$ cat src/caje_pkg.sv
// Shared types and constants for the execution datapath of the 8-bit core.
// Assumes a single core clock and a synchronous, active-high core reset.
package caje_pkg;

  // ==========================================================================
  // Widths
  // ==========================================================================
  localparam int unsigned DW     = 8;   // Data register width
  localparam int unsigned WW     = 16;  // Register pair and program counter width
  localparam int unsigned RIDX_W = 5;   // Register file index width
  localparam int unsigned IOA_W  = 6;   // I/O space address width
  localparam int unsigned CNT_W  = 2;   // Cycle counter width

  // ==========================================================================
  // Cycle counts
  // ==========================================================================
  localparam logic [CNT_W-1:0] CYC_ALU  = 2'h1;  // Byte arithmetic and logic
  localparam logic [CNT_W-1:0] CYC_WORD = 2'h2;  // Word add and subtract
  localparam logic [CNT_W-1:0] CYC_MULT = 2'h2;  // All multiplies
  localparam logic [CNT_W-1:0] CYC_REL_JUMP = 2'h2;  // Relative jump
  localparam logic [CNT_W-1:0] CYC_PTR_JUMP = 2'h2;  // Jump through the Z pointer
  localparam logic [CNT_W-1:0] CYC_AJMP = 2'h3;  // Absolute jump
  localparam logic [CNT_W-1:0] CYC_IO   = 2'h2;  // Single-bit I/O set and clear
  localparam logic [CNT_W-1:0] CNT_LAST = 2'h1;  // Counter value of the final cycle

  // ==========================================================================
  // Fixed addresses and limits
  // ==========================================================================
  localparam logic [RIDX_W-1:0] MUL_LO_IDX = 5'h00;  // Product low byte register
  localparam logic [RIDX_W-1:0] MUL_HI_IDX = 5'h01;  // Product high byte register
  localparam logic [RIDX_W-1:0] PAIR_STEP  = 5'h01;  // High register follows low
  localparam logic [IOA_W-1:0]  IO_BIT_MAX = 6'h1f;  // Top of bit-addressable I/O
  localparam logic [WW-1:0]     PC_STEP    = 16'h0001;

  // ==========================================================================
  // Operations
  // ==========================================================================
  typedef enum logic [4:0] {
    OP_ADD_REG          = 5'h00,
    OP_ADD_REG_CARRY    = 5'h01,
    OP_ADD_WORD_IMM     = 5'h02,
    OP_SUB_REG          = 5'h03,
    OP_SUB_IMM          = 5'h04,
    OP_SUB_REG_BORROW   = 5'h05,
    OP_SUB_IMM_BORROW   = 5'h06,
    OP_SUB_WORD_IMM     = 5'h07,
    OP_AND_REG          = 5'h08,
    OP_AND_IMM          = 5'h09,
    OP_OR_REG           = 5'h0a,
    OP_OR_IMM           = 5'h0b,
    OP_XOR_REG          = 5'h0c,
    OP_SET_MASK_BITS    = 5'h0d,
    OP_CLEAR_MASK_BITS  = 5'h0e,
    OP_TEST_VALUE       = 5'h0f,
    OP_MULT_UNSIGNED    = 5'h10,
    OP_MULT_SIGNED      = 5'h11,
    OP_MULT_SIGNED_UNS  = 5'h12,
    OP_FRAC_MULT_UNS    = 5'h13,
    OP_FRAC_MULT_SIGNED = 5'h14,
    OP_FRAC_MULT_MIXED  = 5'h15,
    OP_REL_JUMP         = 5'h16,
    OP_PTR_JUMP         = 5'h17,
    OP_ABS_JUMP         = 5'h18,
    OP_IO_BIT_SET       = 5'h19,
    OP_IO_BIT_CLEAR     = 5'h1a
  } caje_op_e;

  // Controller states, one-hot
  typedef enum logic [1:0] {
    ST_IDLE = 2'h1,
    ST_BUSY = 2'h2
  } caje_state_e;

  // ==========================================================================
  // Carriers
  // ==========================================================================
  // Status flags, top bit first
  typedef struct packed {
    logic i;  // Global interrupt enable
    logic t;  // Bit copy storage
    logic h;  // Half carry
    logic s;  // Sign, negative xor overflow
    logic v;  // Two's complement overflow
    logic n;  // Negative
    logic z;  // Zero
    logic c;  // Carry
  } caje_sreg_s;

  // One instruction handed to the unit
  typedef struct packed {
    caje_op_e          op;      // Operation
    logic [RIDX_W-1:0] rd_idx;  // Destination (low register for word ops)
    logic [DW-1:0]     rd;      // Destination value
    logic [DW-1:0]     rdh;     // High register value for word ops
    logic [DW-1:0]     opnd;    // Second register or constant
    logic [WW-1:0]     k;       // Jump offset or absolute target
    logic [WW-1:0]     pc;      // Address of the current instruction
    logic [WW-1:0]     zptr;    // Z pointer
    logic [IOA_W-1:0]  io_addr; // I/O register address
    logic [2:0]        io_bit;  // Bit number within the I/O register
    logic [DW-1:0]     io_val;  // Present I/O register contents
    caje_sreg_s        sreg;    // Present status flags
  } caje_req_s;

  // Outcome of one instruction
  typedef struct packed {
    logic [DW-1:0]     res_lo;   // Low or only result byte
    logic [DW-1:0]     res_hi;   // High result byte
    logic [RIDX_W-1:0] dst_lo;   // Register for res_lo
    logic [RIDX_W-1:0] dst_hi;   // Register for res_hi
    logic              wr_lo;    // Write res_lo
    logic              wr_hi;    // Write res_hi
    caje_sreg_s        sreg;     // New flags
    caje_sreg_s        sreg_we;  // Flags that are updated
    logic [WW-1:0]     pc;       // New program counter
    logic              pc_we;    // Load the program counter
    logic [IOA_W-1:0]  io_addr;  // I/O write address
    logic [DW-1:0]     io_wdata; // Whole-register write-back
    logic              io_we;    // I/O write
    logic              refused;  // Bit access outside the bit range
  } caje_res_s;

  // Adder outcome
  typedef struct packed {
    logic [WW-1:0] res;
    logic          c;
    logic          h;
    logic          v;
  } caje_sum_s;

endpackage
$ cat src/caje_core.sv
// Execution datapath of the 8-bit core: byte and word arithmetic, logic,
// multiplies, jumps and single-bit I/O read-modify-write.
// Assumes the decoder presents operand values and flags with each start
// strobe and commits the result fields when the done pulse is seen.
`timescale 1ns/1ns
module caje_core
  import caje_pkg::*;
(
  input  wire logic                I_CLK,    // Core clock, 50 MHz
  input  wire logic                I_RST,    // Synchronous reset, active high
  input  wire logic                I_START,  // Start strobe, taken while idle
  input  wire caje_pkg::caje_req_s I_REQ,    // Instruction and operands
  output logic                     O_BUSY,   // Instruction in progress
  output logic                     O_DONE,   // One-cycle completion pulse
  output caje_pkg::caje_res_s      O_RES     // Result, held until the next start is taken
);

  // ==========================================================================
  // State
  // ==========================================================================
  typedef struct packed {
    caje_state_e      state;  // Controller state
    logic [CNT_W-1:0] cnt;    // Cycles left including the current one
    logic             done;   // Completion pulse
    caje_res_s        res;    // Latched outcome
  } caje_regs_s;

  caje_regs_s  regs_r;    // Registered state
  caje_regs_s  regs_nxt;  // Next state
  caje_res_s   calc;      // Outcome of the offered instruction
  logic [CNT_W-1:0] cyc;  // Its cycle count

  // Multiplier hookup
  logic          mul_a_s;  // Left operand signed
  logic          mul_b_s;  // Right operand signed
  logic          mul_frac; // Fractional form
  logic [WW-1:0] mul_prod; // Stored product
  logic          mul_c;    // Carry out

  // ==========================================================================
  // Helpers
  // ==========================================================================
  // Byte add or subtract with carry-in; borrow reads as carry on subtract
  function automatic caje_sum_s arith8(input logic [DW-1:0] a,
                                       input logic [DW-1:0] b,
                                       input logic          cin,
                                       input logic          sub);
    caje_sum_s  o;
    logic [DW:0] full;
    logic [4:0]  nib;
    o = '0;
    if (sub) begin
      full = {1'h0, a} - {1'h0, b} - {8'h00, cin};
      nib  = {1'h0, a[3:0]} - {1'h0, b[3:0]} - {4'h0, cin};
      o.v  = (a[DW-1] & ~b[DW-1] & ~full[DW-1]) | (~a[DW-1] & b[DW-1] & full[DW-1]);
    end else begin
      full = {1'h0, a} + {1'h0, b} + {8'h00, cin};
      nib  = {1'h0, a[3:0]} + {1'h0, b[3:0]} + {4'h0, cin};
      o.v  = (a[DW-1] & b[DW-1] & ~full[DW-1]) | (~a[DW-1] & ~b[DW-1] & full[DW-1]);
    end
    o.res = {8'h00, full[DW-1:0]};
    o.c   = full[DW];
    o.h   = nib[4];
    return o;
  endfunction

  // Word add or subtract of an unsigned constant; no half carry on pairs
  function automatic caje_sum_s arith16(input logic [WW-1:0] a,
                                        input logic [DW-1:0] k,
                                        input logic          sub);
    caje_sum_s   o;
    logic [WW:0] full;
    o = '0;
    if (sub) begin
      full = {1'h0, a} - {9'h000, k};
      o.v  = a[WW-1] & ~full[WW-1];
    end else begin
      full = {1'h0, a} + {9'h000, k};
      o.v  = ~a[WW-1] & full[WW-1];
    end
    o.res = full[WW-1:0];
    o.c   = full[WW];
    return o;
  endfunction

  // Logic result flags: overflow cleared, sign equals negative
  function automatic caje_sreg_s logic_flags(input caje_sreg_s old, input logic [DW-1:0] r);
    caje_sreg_s f;
    f   = old;
    f.z = (r == 8'h00);
    f.n = r[DW-1];
    f.v = 1'h0;
    f.s = f.n;
    return f;
  endfunction

  // Arithmetic result flags from an adder outcome
  function automatic caje_sreg_s arith_flags(input caje_sreg_s old, input caje_sum_s s,
                                             input logic word);
    caje_sreg_s f;
    f   = old;
    f.z = word ? (s.res == 16'h0000) : (s.res[DW-1:0] == 8'h00);
    f.n = word ? s.res[WW-1] : s.res[DW-1];
    f.v = s.v;
    f.s = f.n ^ s.v;
    f.c = s.c;
    f.h = word ? old.h : s.h;
    return f;
  endfunction

  // Masks of which flags each family writes
  localparam caje_sreg_s WE_FULL  = 8'h3f;  // H S V N Z C
  localparam caje_sreg_s WE_WORD  = 8'h1f;  // S V N Z C
  localparam caje_sreg_s WE_LOGIC = 8'h1e;  // S V N Z
  localparam caje_sreg_s WE_MULT  = 8'h03;  // Z C

  // ==========================================================================
  // Multiplier
  // ==========================================================================
  // Operand signedness per variant; mixed forms take the left one signed
  always_comb begin
    mul_a_s  = (I_REQ.op == OP_MULT_SIGNED) || (I_REQ.op == OP_MULT_SIGNED_UNS) ||
               (I_REQ.op == OP_FRAC_MULT_SIGNED) || (I_REQ.op == OP_FRAC_MULT_MIXED);
    mul_b_s  = (I_REQ.op == OP_MULT_SIGNED) || (I_REQ.op == OP_FRAC_MULT_SIGNED);
    mul_frac = (I_REQ.op == OP_FRAC_MULT_UNS) || (I_REQ.op == OP_FRAC_MULT_SIGNED) ||
               (I_REQ.op == OP_FRAC_MULT_MIXED);
  end

  caje_mult caje_mult_i (
    .i_a        (I_REQ.rd),
    .i_b        (I_REQ.opnd),
    .i_a_signed (mul_a_s),
    .i_b_signed (mul_b_s),
    .i_frac     (mul_frac),
    .o_prod     (mul_prod),
    .o_carry    (mul_c)
  );

  // ==========================================================================
  // Instruction evaluation
  // ==========================================================================
  // Whole outcome is formed at the start edge and latched, so the operand
  // inputs need only be valid with the start strobe
  always_comb begin
    caje_sum_s     sum;
    logic [DW-1:0] lr;
    logic [DW-1:0] bitm;
    sum           = '0;
    lr            = 8'h00;
    bitm          = 8'h01 << I_REQ.io_bit;
    calc          = '0;
    calc.dst_lo   = I_REQ.rd_idx;
    calc.dst_hi   = I_REQ.rd_idx + PAIR_STEP;
    calc.sreg     = I_REQ.sreg;
    calc.pc       = I_REQ.pc;
    calc.io_addr  = I_REQ.io_addr;
    cyc           = CYC_ALU;
    case (I_REQ.op)
      // Byte add, carry variant folds in the old carry
      OP_ADD_REG, OP_ADD_REG_CARRY: begin
        sum          = arith8(I_REQ.rd, I_REQ.opnd,
                              (I_REQ.op == OP_ADD_REG_CARRY) & I_REQ.sreg.c, 1'h0);
        calc.res_lo  = sum.res[DW-1:0];
        calc.wr_lo   = 1'h1;
        calc.sreg    = arith_flags(I_REQ.sreg, sum, 1'h0);
        calc.sreg_we = WE_FULL;
      end
      // Plain subtract, register or constant
      OP_SUB_REG, OP_SUB_IMM: begin
        sum          = arith8(I_REQ.rd, I_REQ.opnd, 1'h0, 1'h1);
        calc.res_lo  = sum.res[DW-1:0];
        calc.wr_lo   = 1'h1;
        calc.sreg    = arith_flags(I_REQ.sreg, sum, 1'h0);
        calc.sreg_we = WE_FULL;
      end
      // Subtract with borrow, register or constant
      OP_SUB_REG_BORROW, OP_SUB_IMM_BORROW: begin
        sum          = arith8(I_REQ.rd, I_REQ.opnd, I_REQ.sreg.c, 1'h1);
        calc.res_lo  = sum.res[DW-1:0];
        calc.wr_lo   = 1'h1;
        calc.sreg    = arith_flags(I_REQ.sreg, sum, 1'h0);
        calc.sreg_we = WE_FULL;
      end
      // Word add or subtract of a constant on a register pair
      OP_ADD_WORD_IMM, OP_SUB_WORD_IMM: begin
        sum          = arith16({I_REQ.rdh, I_REQ.rd}, I_REQ.opnd,
                               I_REQ.op == OP_SUB_WORD_IMM);
        calc.res_lo  = sum.res[DW-1:0];
        calc.res_hi  = sum.res[WW-1:DW];
        calc.wr_lo   = 1'h1;
        calc.wr_hi   = 1'h1;
        calc.sreg    = arith_flags(I_REQ.sreg, sum, 1'h1);
        calc.sreg_we = WE_WORD;
        cyc          = CYC_WORD;
      end
      // Bitwise logic; carry and half carry untouched
      OP_AND_REG, OP_AND_IMM, OP_OR_REG, OP_OR_IMM, OP_XOR_REG,
      OP_SET_MASK_BITS, OP_CLEAR_MASK_BITS, OP_TEST_VALUE: begin
        case (I_REQ.op)
          OP_AND_REG, OP_AND_IMM: lr = I_REQ.rd & I_REQ.opnd;
          OP_OR_REG, OP_OR_IMM:   lr = I_REQ.rd | I_REQ.opnd;
          OP_XOR_REG:             lr = I_REQ.rd ^ I_REQ.opnd;
          OP_SET_MASK_BITS:       lr = I_REQ.rd | I_REQ.opnd;
          OP_CLEAR_MASK_BITS:     lr = I_REQ.rd & ~I_REQ.opnd;
          default:                lr = I_REQ.rd;
        endcase
        calc.res_lo  = lr;
        calc.wr_lo   = (I_REQ.op != OP_TEST_VALUE);
        calc.sreg    = logic_flags(I_REQ.sreg, lr);
        calc.sreg_we = WE_LOGIC;
      end
      // Multiplies always land in the fixed pair
      OP_MULT_UNSIGNED, OP_MULT_SIGNED, OP_MULT_SIGNED_UNS,
      OP_FRAC_MULT_UNS, OP_FRAC_MULT_SIGNED, OP_FRAC_MULT_MIXED: begin
        calc.res_lo  = mul_prod[DW-1:0];
        calc.res_hi  = mul_prod[WW-1:DW];
        calc.dst_lo  = MUL_LO_IDX;
        calc.dst_hi  = MUL_HI_IDX;
        calc.wr_lo   = 1'h1;
        calc.wr_hi   = 1'h1;
        calc.sreg.z  = (mul_prod == 16'h0000);
        calc.sreg.c  = mul_c;
        calc.sreg_we = WE_MULT;
        cyc          = CYC_MULT;
      end
      // Jumps change no flags
      OP_REL_JUMP: begin
        calc.pc    = I_REQ.pc + I_REQ.k + PC_STEP;
        calc.pc_we = 1'h1;
        cyc        = CYC_REL_JUMP;
      end
      OP_PTR_JUMP: begin
        calc.pc    = I_REQ.zptr;
        calc.pc_we = 1'h1;
        cyc        = CYC_PTR_JUMP;
      end
      OP_ABS_JUMP: begin
        calc.pc    = I_REQ.k;
        calc.pc_we = 1'h1;
        cyc        = CYC_AJMP;
      end
      // Bit set or clear writes back the whole register as read, so any
      // write-one-to-clear flag that reads as one gets cleared as well;
      // software must not rely on these to leave such flags alone
      OP_IO_BIT_SET, OP_IO_BIT_CLEAR: begin
        calc.io_wdata = (I_REQ.op == OP_IO_BIT_SET) ? (I_REQ.io_val | bitm)
                                                   : (I_REQ.io_val & ~bitm);
        calc.refused  = (I_REQ.io_addr > IO_BIT_MAX);
        calc.io_we    = ~calc.refused;
        cyc           = calc.refused ? CYC_ALU : CYC_IO;
      end
      // Unknown codes complete at once with no effect
      default: begin
        calc.sreg_we = '0;
      end
    endcase
  end

  // ==========================================================================
  // Sequencer
  // ==========================================================================
  // A start while busy is ignored; the decoder must wait for done
  always_comb begin
    regs_nxt      = regs_r;
    regs_nxt.done = 1'h0;
    case (regs_r.state)
      ST_IDLE: begin
        if (I_START) begin
          regs_nxt.res = calc;
          if (cyc == CNT_LAST) begin
            regs_nxt.done = 1'h1;
          end else begin
            regs_nxt.cnt   = cyc - CNT_LAST;
            regs_nxt.state = ST_BUSY;
          end
        end
      end
      ST_BUSY: begin
        if (regs_r.cnt == CNT_LAST) begin
          regs_nxt.done  = 1'h1;
          regs_nxt.state = ST_IDLE;
        end else begin
          regs_nxt.cnt = regs_r.cnt - CNT_LAST;
        end
      end
      // Recover from an illegal state code
      default: begin
        regs_nxt.state = ST_IDLE;
      end
    endcase
  end

  // State register
  always_ff @(posedge I_CLK) begin
    if (I_RST) begin
      regs_r       <= '0;
      regs_r.state <= ST_IDLE;
    end else begin
      regs_r <= regs_nxt;
    end
  end

  // ==========================================================================
  // Outputs
  // ==========================================================================
  // Write enables in the result are qualified by the done pulse so a held
  // result is never committed twice
  always_comb begin
    O_BUSY            = (regs_r.state == ST_BUSY);
    O_DONE            = regs_r.done;
    O_RES             = regs_r.res;
    O_RES.wr_lo       = regs_r.res.wr_lo & regs_r.done;
    O_RES.wr_hi       = regs_r.res.wr_hi & regs_r.done;
    O_RES.pc_we       = regs_r.res.pc_we & regs_r.done;
    O_RES.io_we       = regs_r.res.io_we & regs_r.done;
    O_RES.sreg_we     = regs_r.done ? regs_r.res.sreg_we : '0;
    O_RES.refused     = regs_r.res.refused & regs_r.done;
  end

endmodule

$ cat src/caje_mult.sv
// 8x8 multiplier with signed, unsigned and mixed operands and fractional shift.
// Purely combinational; the caller registers the product.
`timescale 1ns/1ns
module caje_mult
  import caje_pkg::*;
(
  input  wire logic [caje_pkg::DW-1:0] i_a,        // Left operand
  input  wire logic [caje_pkg::DW-1:0] i_b,        // Right operand
  input  wire logic                    i_a_signed, // Left operand is signed
  input  wire logic                    i_b_signed, // Right operand is signed
  input  wire logic                    i_frac,     // Shift product left by one
  output logic      [caje_pkg::WW-1:0] o_prod,     // Stored product
  output logic                         o_carry     // Top bit before the shift
);

  // ==========================================================================
  // Product
  // ==========================================================================
  logic signed [DW:0]     a_ext;  // Operand widened by sign or zero
  logic signed [DW:0]     b_ext;
  logic signed [2*DW+1:0] full;   // Exact product
  logic        [WW-1:0]   raw;    // Product before the fractional shift

  // Widening by one bit lets one signed multiplier serve all three modes
  always_comb begin
    a_ext   = $signed({i_a_signed & i_a[DW-1], i_a});
    b_ext   = $signed({i_b_signed & i_b[DW-1], i_b});
    full    = a_ext * b_ext;
    raw     = full[WW-1:0];
    o_carry = raw[WW-1];
    o_prod  = i_frac ? {raw[WW-2:0], 1'h0} : raw;
  end

endmodule

$ cat config.mk
export PLATFORM = sky130hd
export DESIGN_NAME = caje_core
export DESIGN_NICKNAME = d
export VERILOG_FILES = /design/src/caje_pkg.sv /design/src/caje_core.sv /design/src/caje_mult.sv
export SDC_FILE = /design/constraint.sdc
export NUM_CORES = 1
export LEC_CHECK = 0
export BUFFER_PORTS_ARGS = -buffer_cell sky130_fd_sc_hd__buf_2
export CORE_UTILIZATION = 59
export DETAILED_ROUTE_END_ITERATION = 8
export HOLD_SLACK_MARGIN = 0.1
export PLACE_DENSITY = 0.82
export SETUP_SLACK_MARGIN = 0.2
export SYNTH_ARGS = -nofsm -noshare
export SYNTH_HDL_FRONTEND = slang
export SYNTH_SLANG_ARGS = --single-unit
export TNS_END_PERCENT = 100
$ cat constraint.sdc
create_clock -name I_CLK -period 7.8 [get_ports I_CLK]
set_input_delay 0.39 -clock I_CLK [delete_from_list [all_inputs] [get_ports I_CLK]]
set_output_delay 0.39 -clock I_CLK [all_outputs]
set_load 0.005 [all_outputs]
==> results by group, run 1 <==
Outcome
  – Status: completed

Power and ir drop
  – Internal: 1.20 mW
  – Maximum VDD drop: 0.207 mV
  – Pwr dens: 190 mW/mm^2
  – Seq pwr share: 0.216
  – Leakage: 5.15 nW
  – Sw Ratio: 0.443
  – Comb pwr share: 0.579
  – Power share of the clock group: 0.205
  – Net Switching: 954 uW

Critical path
  – CP Max Fanout: 25
  – Setup CP Type: in2reg
  – Critical Path Max Stage Delay: 540 ps
  – Critical path arrival: 6670 ps
  – Reg2reg start: regs_r[81]
  – Critical path required time: 8020 ps
  – Worst path cell trace: buf_2 > nor2b_1 > nand4b_2 > nand2b_1 > fa_1 > fa_1 > inv_1 > fa_1 > fa_1 > inv_1 > fa_1 > inv_1 > ha_1 > a21oi_1 > nor2b_1 > o311ai_0 > or4b_1 > o311a_1 > o2111a_1 > or3_1
  – Crit path launch type: input pin
  – Crit path capture type: flip-flop
  – Worst Setup SP: I_REQ[106]
  – Critical path's most frequent cell: fa_1
  – Setup slack, reg-to-reg: 5120 ps
  – Slowest CP cell: fa_1

Global routing
  – Met2 usage: 0.566
  – First-pass GRT wire length: 50300 microns
  – Total gr overflow: 0
  – Gr busiest metal: met2
  – Total track usage: 0.352
  – Largest net degree at the start of global routing: 61
  – Vias in the first global route: 9467
  – Initial antenna violation count: 1
  – Grt met1 use: 0.461
  – GR met3 Demand/Resource: 0.0611

Timing
  – Setup violators final: 0
  – Max Freq: 0.155 GHz
  – Final Max Slew Viols: 0
  – Crit share post-route: 0.827
  – Hold_ws: 291 ps
  – Min Tclk post-route: 6450 ps
  – Rel. slew slack: 0.405
  – Setup ws final: 1350 ps
  – Final hold violation count: 0
  – Setup TNS: 0 ps
  – Clock skew: 6.86 ps
  – Tightest Pin Transition: 888 ps
  – Setup repair after global routing missed its margin: no

Floorplanning
  – Initial Util: 0.607
  – Ports: 189
  – Die height: 136 microns
  – Core ar.: 0.0174 sq mm
  – Die Wd: 136 microns
  – Die area: 0.0185 sq mm
  – Rows: 48

Logic synthesis
  – Flops & latches, synth: 78
  – Post-synth top area share: 0.148
  – Async set or reset register ratio after synthesis: 0
  – Ys flop type: dfxtp_1
  – Area leader, netlist: dfxtp_1
  – Yosys warns: 0
  – Netlist cell types: 101
  – Syn Inst Count: 1354
  – Synthesized cell area: 0.0106 sq mm
  – Top cells by area, synth: dfxtp_1 (15%), fa_1 (13%), ha_1 (9.7%)
  – Avg Cell Area, Syn: 7.81 sq um
  – Post-synth EDFFs: 0
  – Sequential fraction of the synthesis area: 0.148

Placement
  – I/O Buffers: 186
  – RD Place Congestion: 1.01
  – Post-DP Area: 0.0110 sq mm
  – DP HPWL: 26100 microns
  – Post-Place Worst Slack: 1060 ps

Drt
  – Via count: 10417
  – Drt drc: 0
  – Total wire length: 33200 microns
  – Drt wl/cell: 20.0 microns
  – Antenna Nets Post-Route: 0
  – Initial DRT Pass Iterations: 5
  – Vias per cell: 6.30
  – First DRT Iteration DRCs: 932

Worst hold path
  – Hold Startpoint: I_REQ[23]
  – Worst hold path type: in2reg

Clock network
  – Setup Buffers After CTS: 0
  – CTS buffer count: 9
  – CTS tree: yes
  – Clk slew on worst S/H paths: 60 ps
  – Clock sinks: 78
  – Max Buffers Root-to-Sink: 2
  – Post-CTS Resized: 0
  – Root Buffer: clkbuf_16
  – Worst skew pair latency: 340 ps
  – H-tree depth: 3
  – # hold bufs at CTS: 0

Cells and area
  – Commonest non-fill, non-tap cell in the layout: buf_2
  – Nets: 1684
  – Syn-to-layout area delta: 7.40%
  – Share of layout cells above drive strength 1: 0.168
  – Antenna cells: 0
  – Commonest cells after routing, fill and taps aside: buf_2 (186), nor2_1 (142), inv_1 (120), nand2_1 (105), a21oi_1 (90)
  – Post-route cell area: 0.0114 sq mm

Run
  – Max_cap viols: 0
## worst max-delay path, delay by kind of cell
family          cells  cell delay, ps
fa+ha+maj           6            2930
simple gates        6            1870
buf+inv             4             580
compound gates      4             890
## Yosys cell counts (9+ instances only)
library cell	instances
clkbuf_1	44
xor2_1	10
or3_1	10
o211ai_1	11
and3_1	9
nand4_1	10
nor3_1	36
o21ai_0	54
o221ai_1	11
a21oi_1	90
ha_1	82
nand2_1	106
a31oi_1	9
mux2i_1	23
a211oi_1	27
a221o_1	11
and2_1	20
o21a_1	9
buf_4	71
xnor2_1	42
nand3_1	36
fa_1	68
inv_1	120
dfxtp_1	78
nor2_1	142
nand2b_1	20
a221oi_1	23
nor2b_1	15
## metrics by stage
stage          utilization  std cells  total power [mW]
3_5_place_dp         0.633       1638              1.68
4_1_cts              0.652       1654              2.13
6_report             0.652       1654              2.15
5_1_grt              0.652       1654              2.29
2_1_floorplan            -       1355              1.37
3_3_place_gp         0.633       1638              1.65
## kinds of logic after synthesis
| family | after synthesis | synth area share |
|---|---|---|
| AND/OR/NAND/NOR | 454 | 0.212 |
| AO/OA/AOI/OAI | 335 | 0.224 |
| buffers and inverters | 258 | 0.120 |
| adder cells (fa/ha/maj) | 151 | 0.227 |
| flip-flops | 78 | 0.148 |
| XOR/XNOR | 53 | 0.0457 |
| multiplexers | 24 | 0.0228 |
| other | 1 | 0.000355 |
## power by group through the flow
stage	Clock, mW	Sequential (mW)	Combinational, mW
after global placement	0	0.470	1.18
after CTS	0.446	0.463	1.22
after detailed placement	0	0.472	1.21
final	0.441	0.464	1.25
after global routing	0.462	0.467	1.36
after floorplan	0	0.464	0.904
## flip-flops by register name (all words and copies together) (netlist names)
| signal | flops |
|---|---|
| O_RES | 64 |
| O_DONE | 1 |
| regs_r | 13 |
## area by class of cell
type | count | area (sq um)
Tap cell | 225 | 282
Timing Repair Buffer | 193 | 983
Clock buffer | 11 | 253
Inverter | 123 | 462
Clock inverter | 5 | 65.1
Sequential cell | 78 | 1560
Fill cell | 1525 | 6070
Multi-Input combinational cell | 1019 | 7740
## routing by layer
| layer | part of all wire | routed length [microns] |
|---|---|---|
| met1 | 0.41 | 13400 |
| met2 | 0.45 | 14900 |
| met3 | 0.10 | 3300 |
| met4 | 0.046 | 1520 |
| met5 | 0.00039 | 13 |
## path summary, 6_finish.rpt
check,cells after the start,endpoint
hold reg to reg,2,O_RES[47]
hold / removal,3,O_RES[14]
setup / recovery,20,O_RES[42]
setup reg to reg,8,O_RES[4]
Note: power is estimated with default switching activity, not from simulation.
==> run 2, diff against run 1 <==
clock period = 6.04 ns   (was 7.8 ns; I/O delays follow)
==> run 2 against run 1 <==
Die area unchanged. Combinational power increased by 32%. Critical path type unchanged. Hold slack got worse by 93 ps. Design area increased by 1.0%. Highest routed layer is now met4. Sequential power increased by 29%. Clock skew increased by 3.0 ps. Cell count increased by 0.91%. Setup slack got worse by 880 ps. Register-to-register slack got worse by 1500 ps. Wire length increased by 1.0%.
==> results by group, run 2 (same netlist as run 1, synthesis figures left out) <==
Outcome
  – Status: completed

Drt
  – First DRT Iteration DRCs: 1054 (+13%)
  – Vias per cell: 6.26 (-0.58%)
  – Via count: 10450 (+0.32%)
  – Total wire length: 33500 microns (+1.0%)
  – Initial DRT Pass Iterations: 5 (unchanged)
  – Drt wl/cell: 20.1 microns (+0.10%)
  – Drt drc: 0 (unchanged)
  – Antenna Nets Post-Route: 0 (unchanged)

Critical path
  – Setup CP Type: in2reg
  – Setup slack, reg-to-reg: 3590 ps (-1530 ps)
  – Worst path cell trace: buf_2 > nor3_1 > nor4b_4 > buf_4 > and2_1 > fa_1 > inv_1 > fa_1 > inv_1 > fa_1 > fa_1 > ha_1 > ha_1 > or3_1 > o311ai_2 > or4b_1 > o311a_1 > o2111a_1 > or3_1
  – Top cell family by delay on the critical path: adder cells
  – Reg-to-Reg End: O_RES[67]
  – Worst path bufs/invs: 4 (unchanged)
  – CP Max Fanout: 10 (-60%)
  – Crit path capture type: flip-flop
  – Reg2reg path depth: 6 (-2)
  – Critical path arrival: 5780 ps (-890 ps)
  – Critical path required time: 6250 ps (-1770 ps)
  – Critical Path Max Stage Delay: 550 ps (about the same)
  – Critical path's most frequent cell: fa_1
  – Slowest CP cell: fa_1
  – Reg2reg start: regs_r[80]
  – Crit path launch type: input pin

Power and ir drop
  – Maximum VDD drop: 0.225 mV (+9.0%)
  – Pwr dens: 242 mW/mm^2 (+28%)
  – Leakage: 5.21 nW (+1.2%)

Cells and area
  – Share of layout cells above drive strength 1: 0.179 (+0.0108)
  – Fin util: 0.658 (+0.00668)
  – Commonest non-fill, non-tap cell in the layout: buf_2
  – Syn-to-layout area delta: 8.50%
  – Largest register FFs: 64 (unchanged)
  – Post-route cell area: 0.0115 sq mm (+1.0%)
  – Commonest cells after routing, fill and taps aside: buf_2 (186), nor2_1 (142), inv_1 (120), nand2_1 (105), a21oi_1 (90)
  – Nets: 1698 (+0.83%)
  – Final Non-Filler Cells: 1669 (+0.91%)

Timing
  – Clock skew: 9.87 ps (+3.01 ps)
  – Setup TNS: 0 ps (unchanged)
  – Final Max Slew Viols: 0 (unchanged)
  – Setup repair after global routing missed its margin: no
  – Tightest Pin Transition: 897 ps (+9.19 ps)
  – Final hold violation count: 0 (unchanged)
  – Rel. slew slack: 0.400 (-0.00476)
  – Max Freq: 0.179 GHz
  – Crit share post-route: 0.923
  – Min Tclk post-route: 5570 ps
  – Setup violators final: 0 (unchanged)
  – Setup ws final: 466 ps (-882 ps)

Worst hold path
  – Worst hold path type: in2reg
  – Hold Startpoint: I_REQ[22]
  – Hold path depth: 3 (unchanged)
  – Min-Delay Endpoint: O_RES[13]

Placement
  – Post-DP Area: 0.0112 sq mm (+1.1%)
  – DP HPWL: 26300 microns (+0.85%)
  – I/O Buffers: 186 (unchanged)
  – Post-Place Worst Slack: 131 ps (-928 ps)
  – RD Place Congestion: 1.08 (+6.9%)
  – Post-Place Cells: 1652 (+0.85%)

Floorplanning
  – Core ar.: 0.0174 sq mm (unchanged)
  – Initial Util: 0.607 (unchanged)
  – Die Wd: 136 microns (unchanged)
  – Ports: 189 (unchanged)
  – Die area: 0.0185 sq mm (unchanged)
  – Rows: 48 (unchanged)
  – Die height: 136 microns (unchanged)

Clock network
  – Post-CTS Resized: 0 (unchanged)
  – CTS buffer count: 9 (unchanged)
  – Setup Buffers After CTS: 0 (unchanged)
  – Clock sinks: 78 (unchanged)
  – Worst skew pair latency: 340 ps (about the same)
  – Max Buffers Root-to-Sink: 2 (unchanged)
  – # hold bufs at CTS: 0 (unchanged)
  – Root Buffer: clkbuf_16
  – Clk slew on worst S/H paths: 70 ps (about the same)
  – H-tree depth: 3 (unchanged)
  – CTS tree: yes

Global routing
  – GR met3 Demand/Resource: 0.0570 (-0.00410)
  – Total track usage: 0.364 (+0.0120)
  – Grt met1 use: 0.484 (+0.0234)
  – Vias in the first global route: 9682 (+2.3%)
  – Gr busiest metal: met2
  – First-pass GRT wire length: 51700 microns (+3.0%)
  – Initial antenna violation count: 0 (-1)
  – Largest net degree at the start of global routing: 69 (+13%)
  – Met2 usage: 0.571 (+0.00539)
  – Total gr overflow: 0 (unchanged)

Run
  – Max_cap viols: 0 (unchanged)
-- run 2: worst max path at each step --
stage / startpoint / end / slack (ps) / cells past startpoint
CTS: I_REQ[106] / O_RES[42] / 480 / 20
finish: I_REQ[102] / O_RES[42] / 470 / 19
global placement: I_REQ[105] / O_RES[42] / 250 / 20
floorplan: I_REQ[102] / O_RES[42] / 210 / 21
global route: I_REQ[102] / O_RES[42] / 190 / 20
detailed placement: I_REQ[106] / O_RES[42] / 130 / 20
-- run 2: report_power, final --
group	switching, mW	internal [mW]	total, mW
logic	1.01	0.641	1.65
registers	0.0294	0.568	0.597
clock network	0.239	0.286	0.525
-- run 2: area by class of cell --
type / instances / area, sq um
antenna: 1 / 2.50
timing repair buffer: 207 / 1090
clock buffer: 9 / 225
multi-input combinational: 1019 / 7780
clock inverter: 7 / 65.1
inverter: 123 / 462
sequential: 78 / 1560
fill: 1596 / 5950
tap: 225 / 282
-- run 2: per-layer routing --
| layer | vias up | part of all wire |
|---|---|---|
| li1 | 4871 | - |
| met1 | 4919 | 0.40 |
| met2 | 580 | 0.45 |
| met3 | 80 | 0.10 |
| met4 | 0 | 0.045 |
| met5 | - | 0 |
-- run 2: through the flow --
step | hold slack, ps | power, mW
after floorplan | 432 | 1.77
after CTS | 188 | 2.73
after global placement | 436 | 2.16
after detailed placement | 444 | 2.19
after global routing | 196 | 2.97
final | 198 | 2.77
-- run 2: worst register-to-register path: stages, from the launching register on --
cell	delay, ps
dfxtp_1	360
ha_1	250
and2_2	280
buf_4	580
o21ai_0	520
a21oi_1	250
nor3_1	70
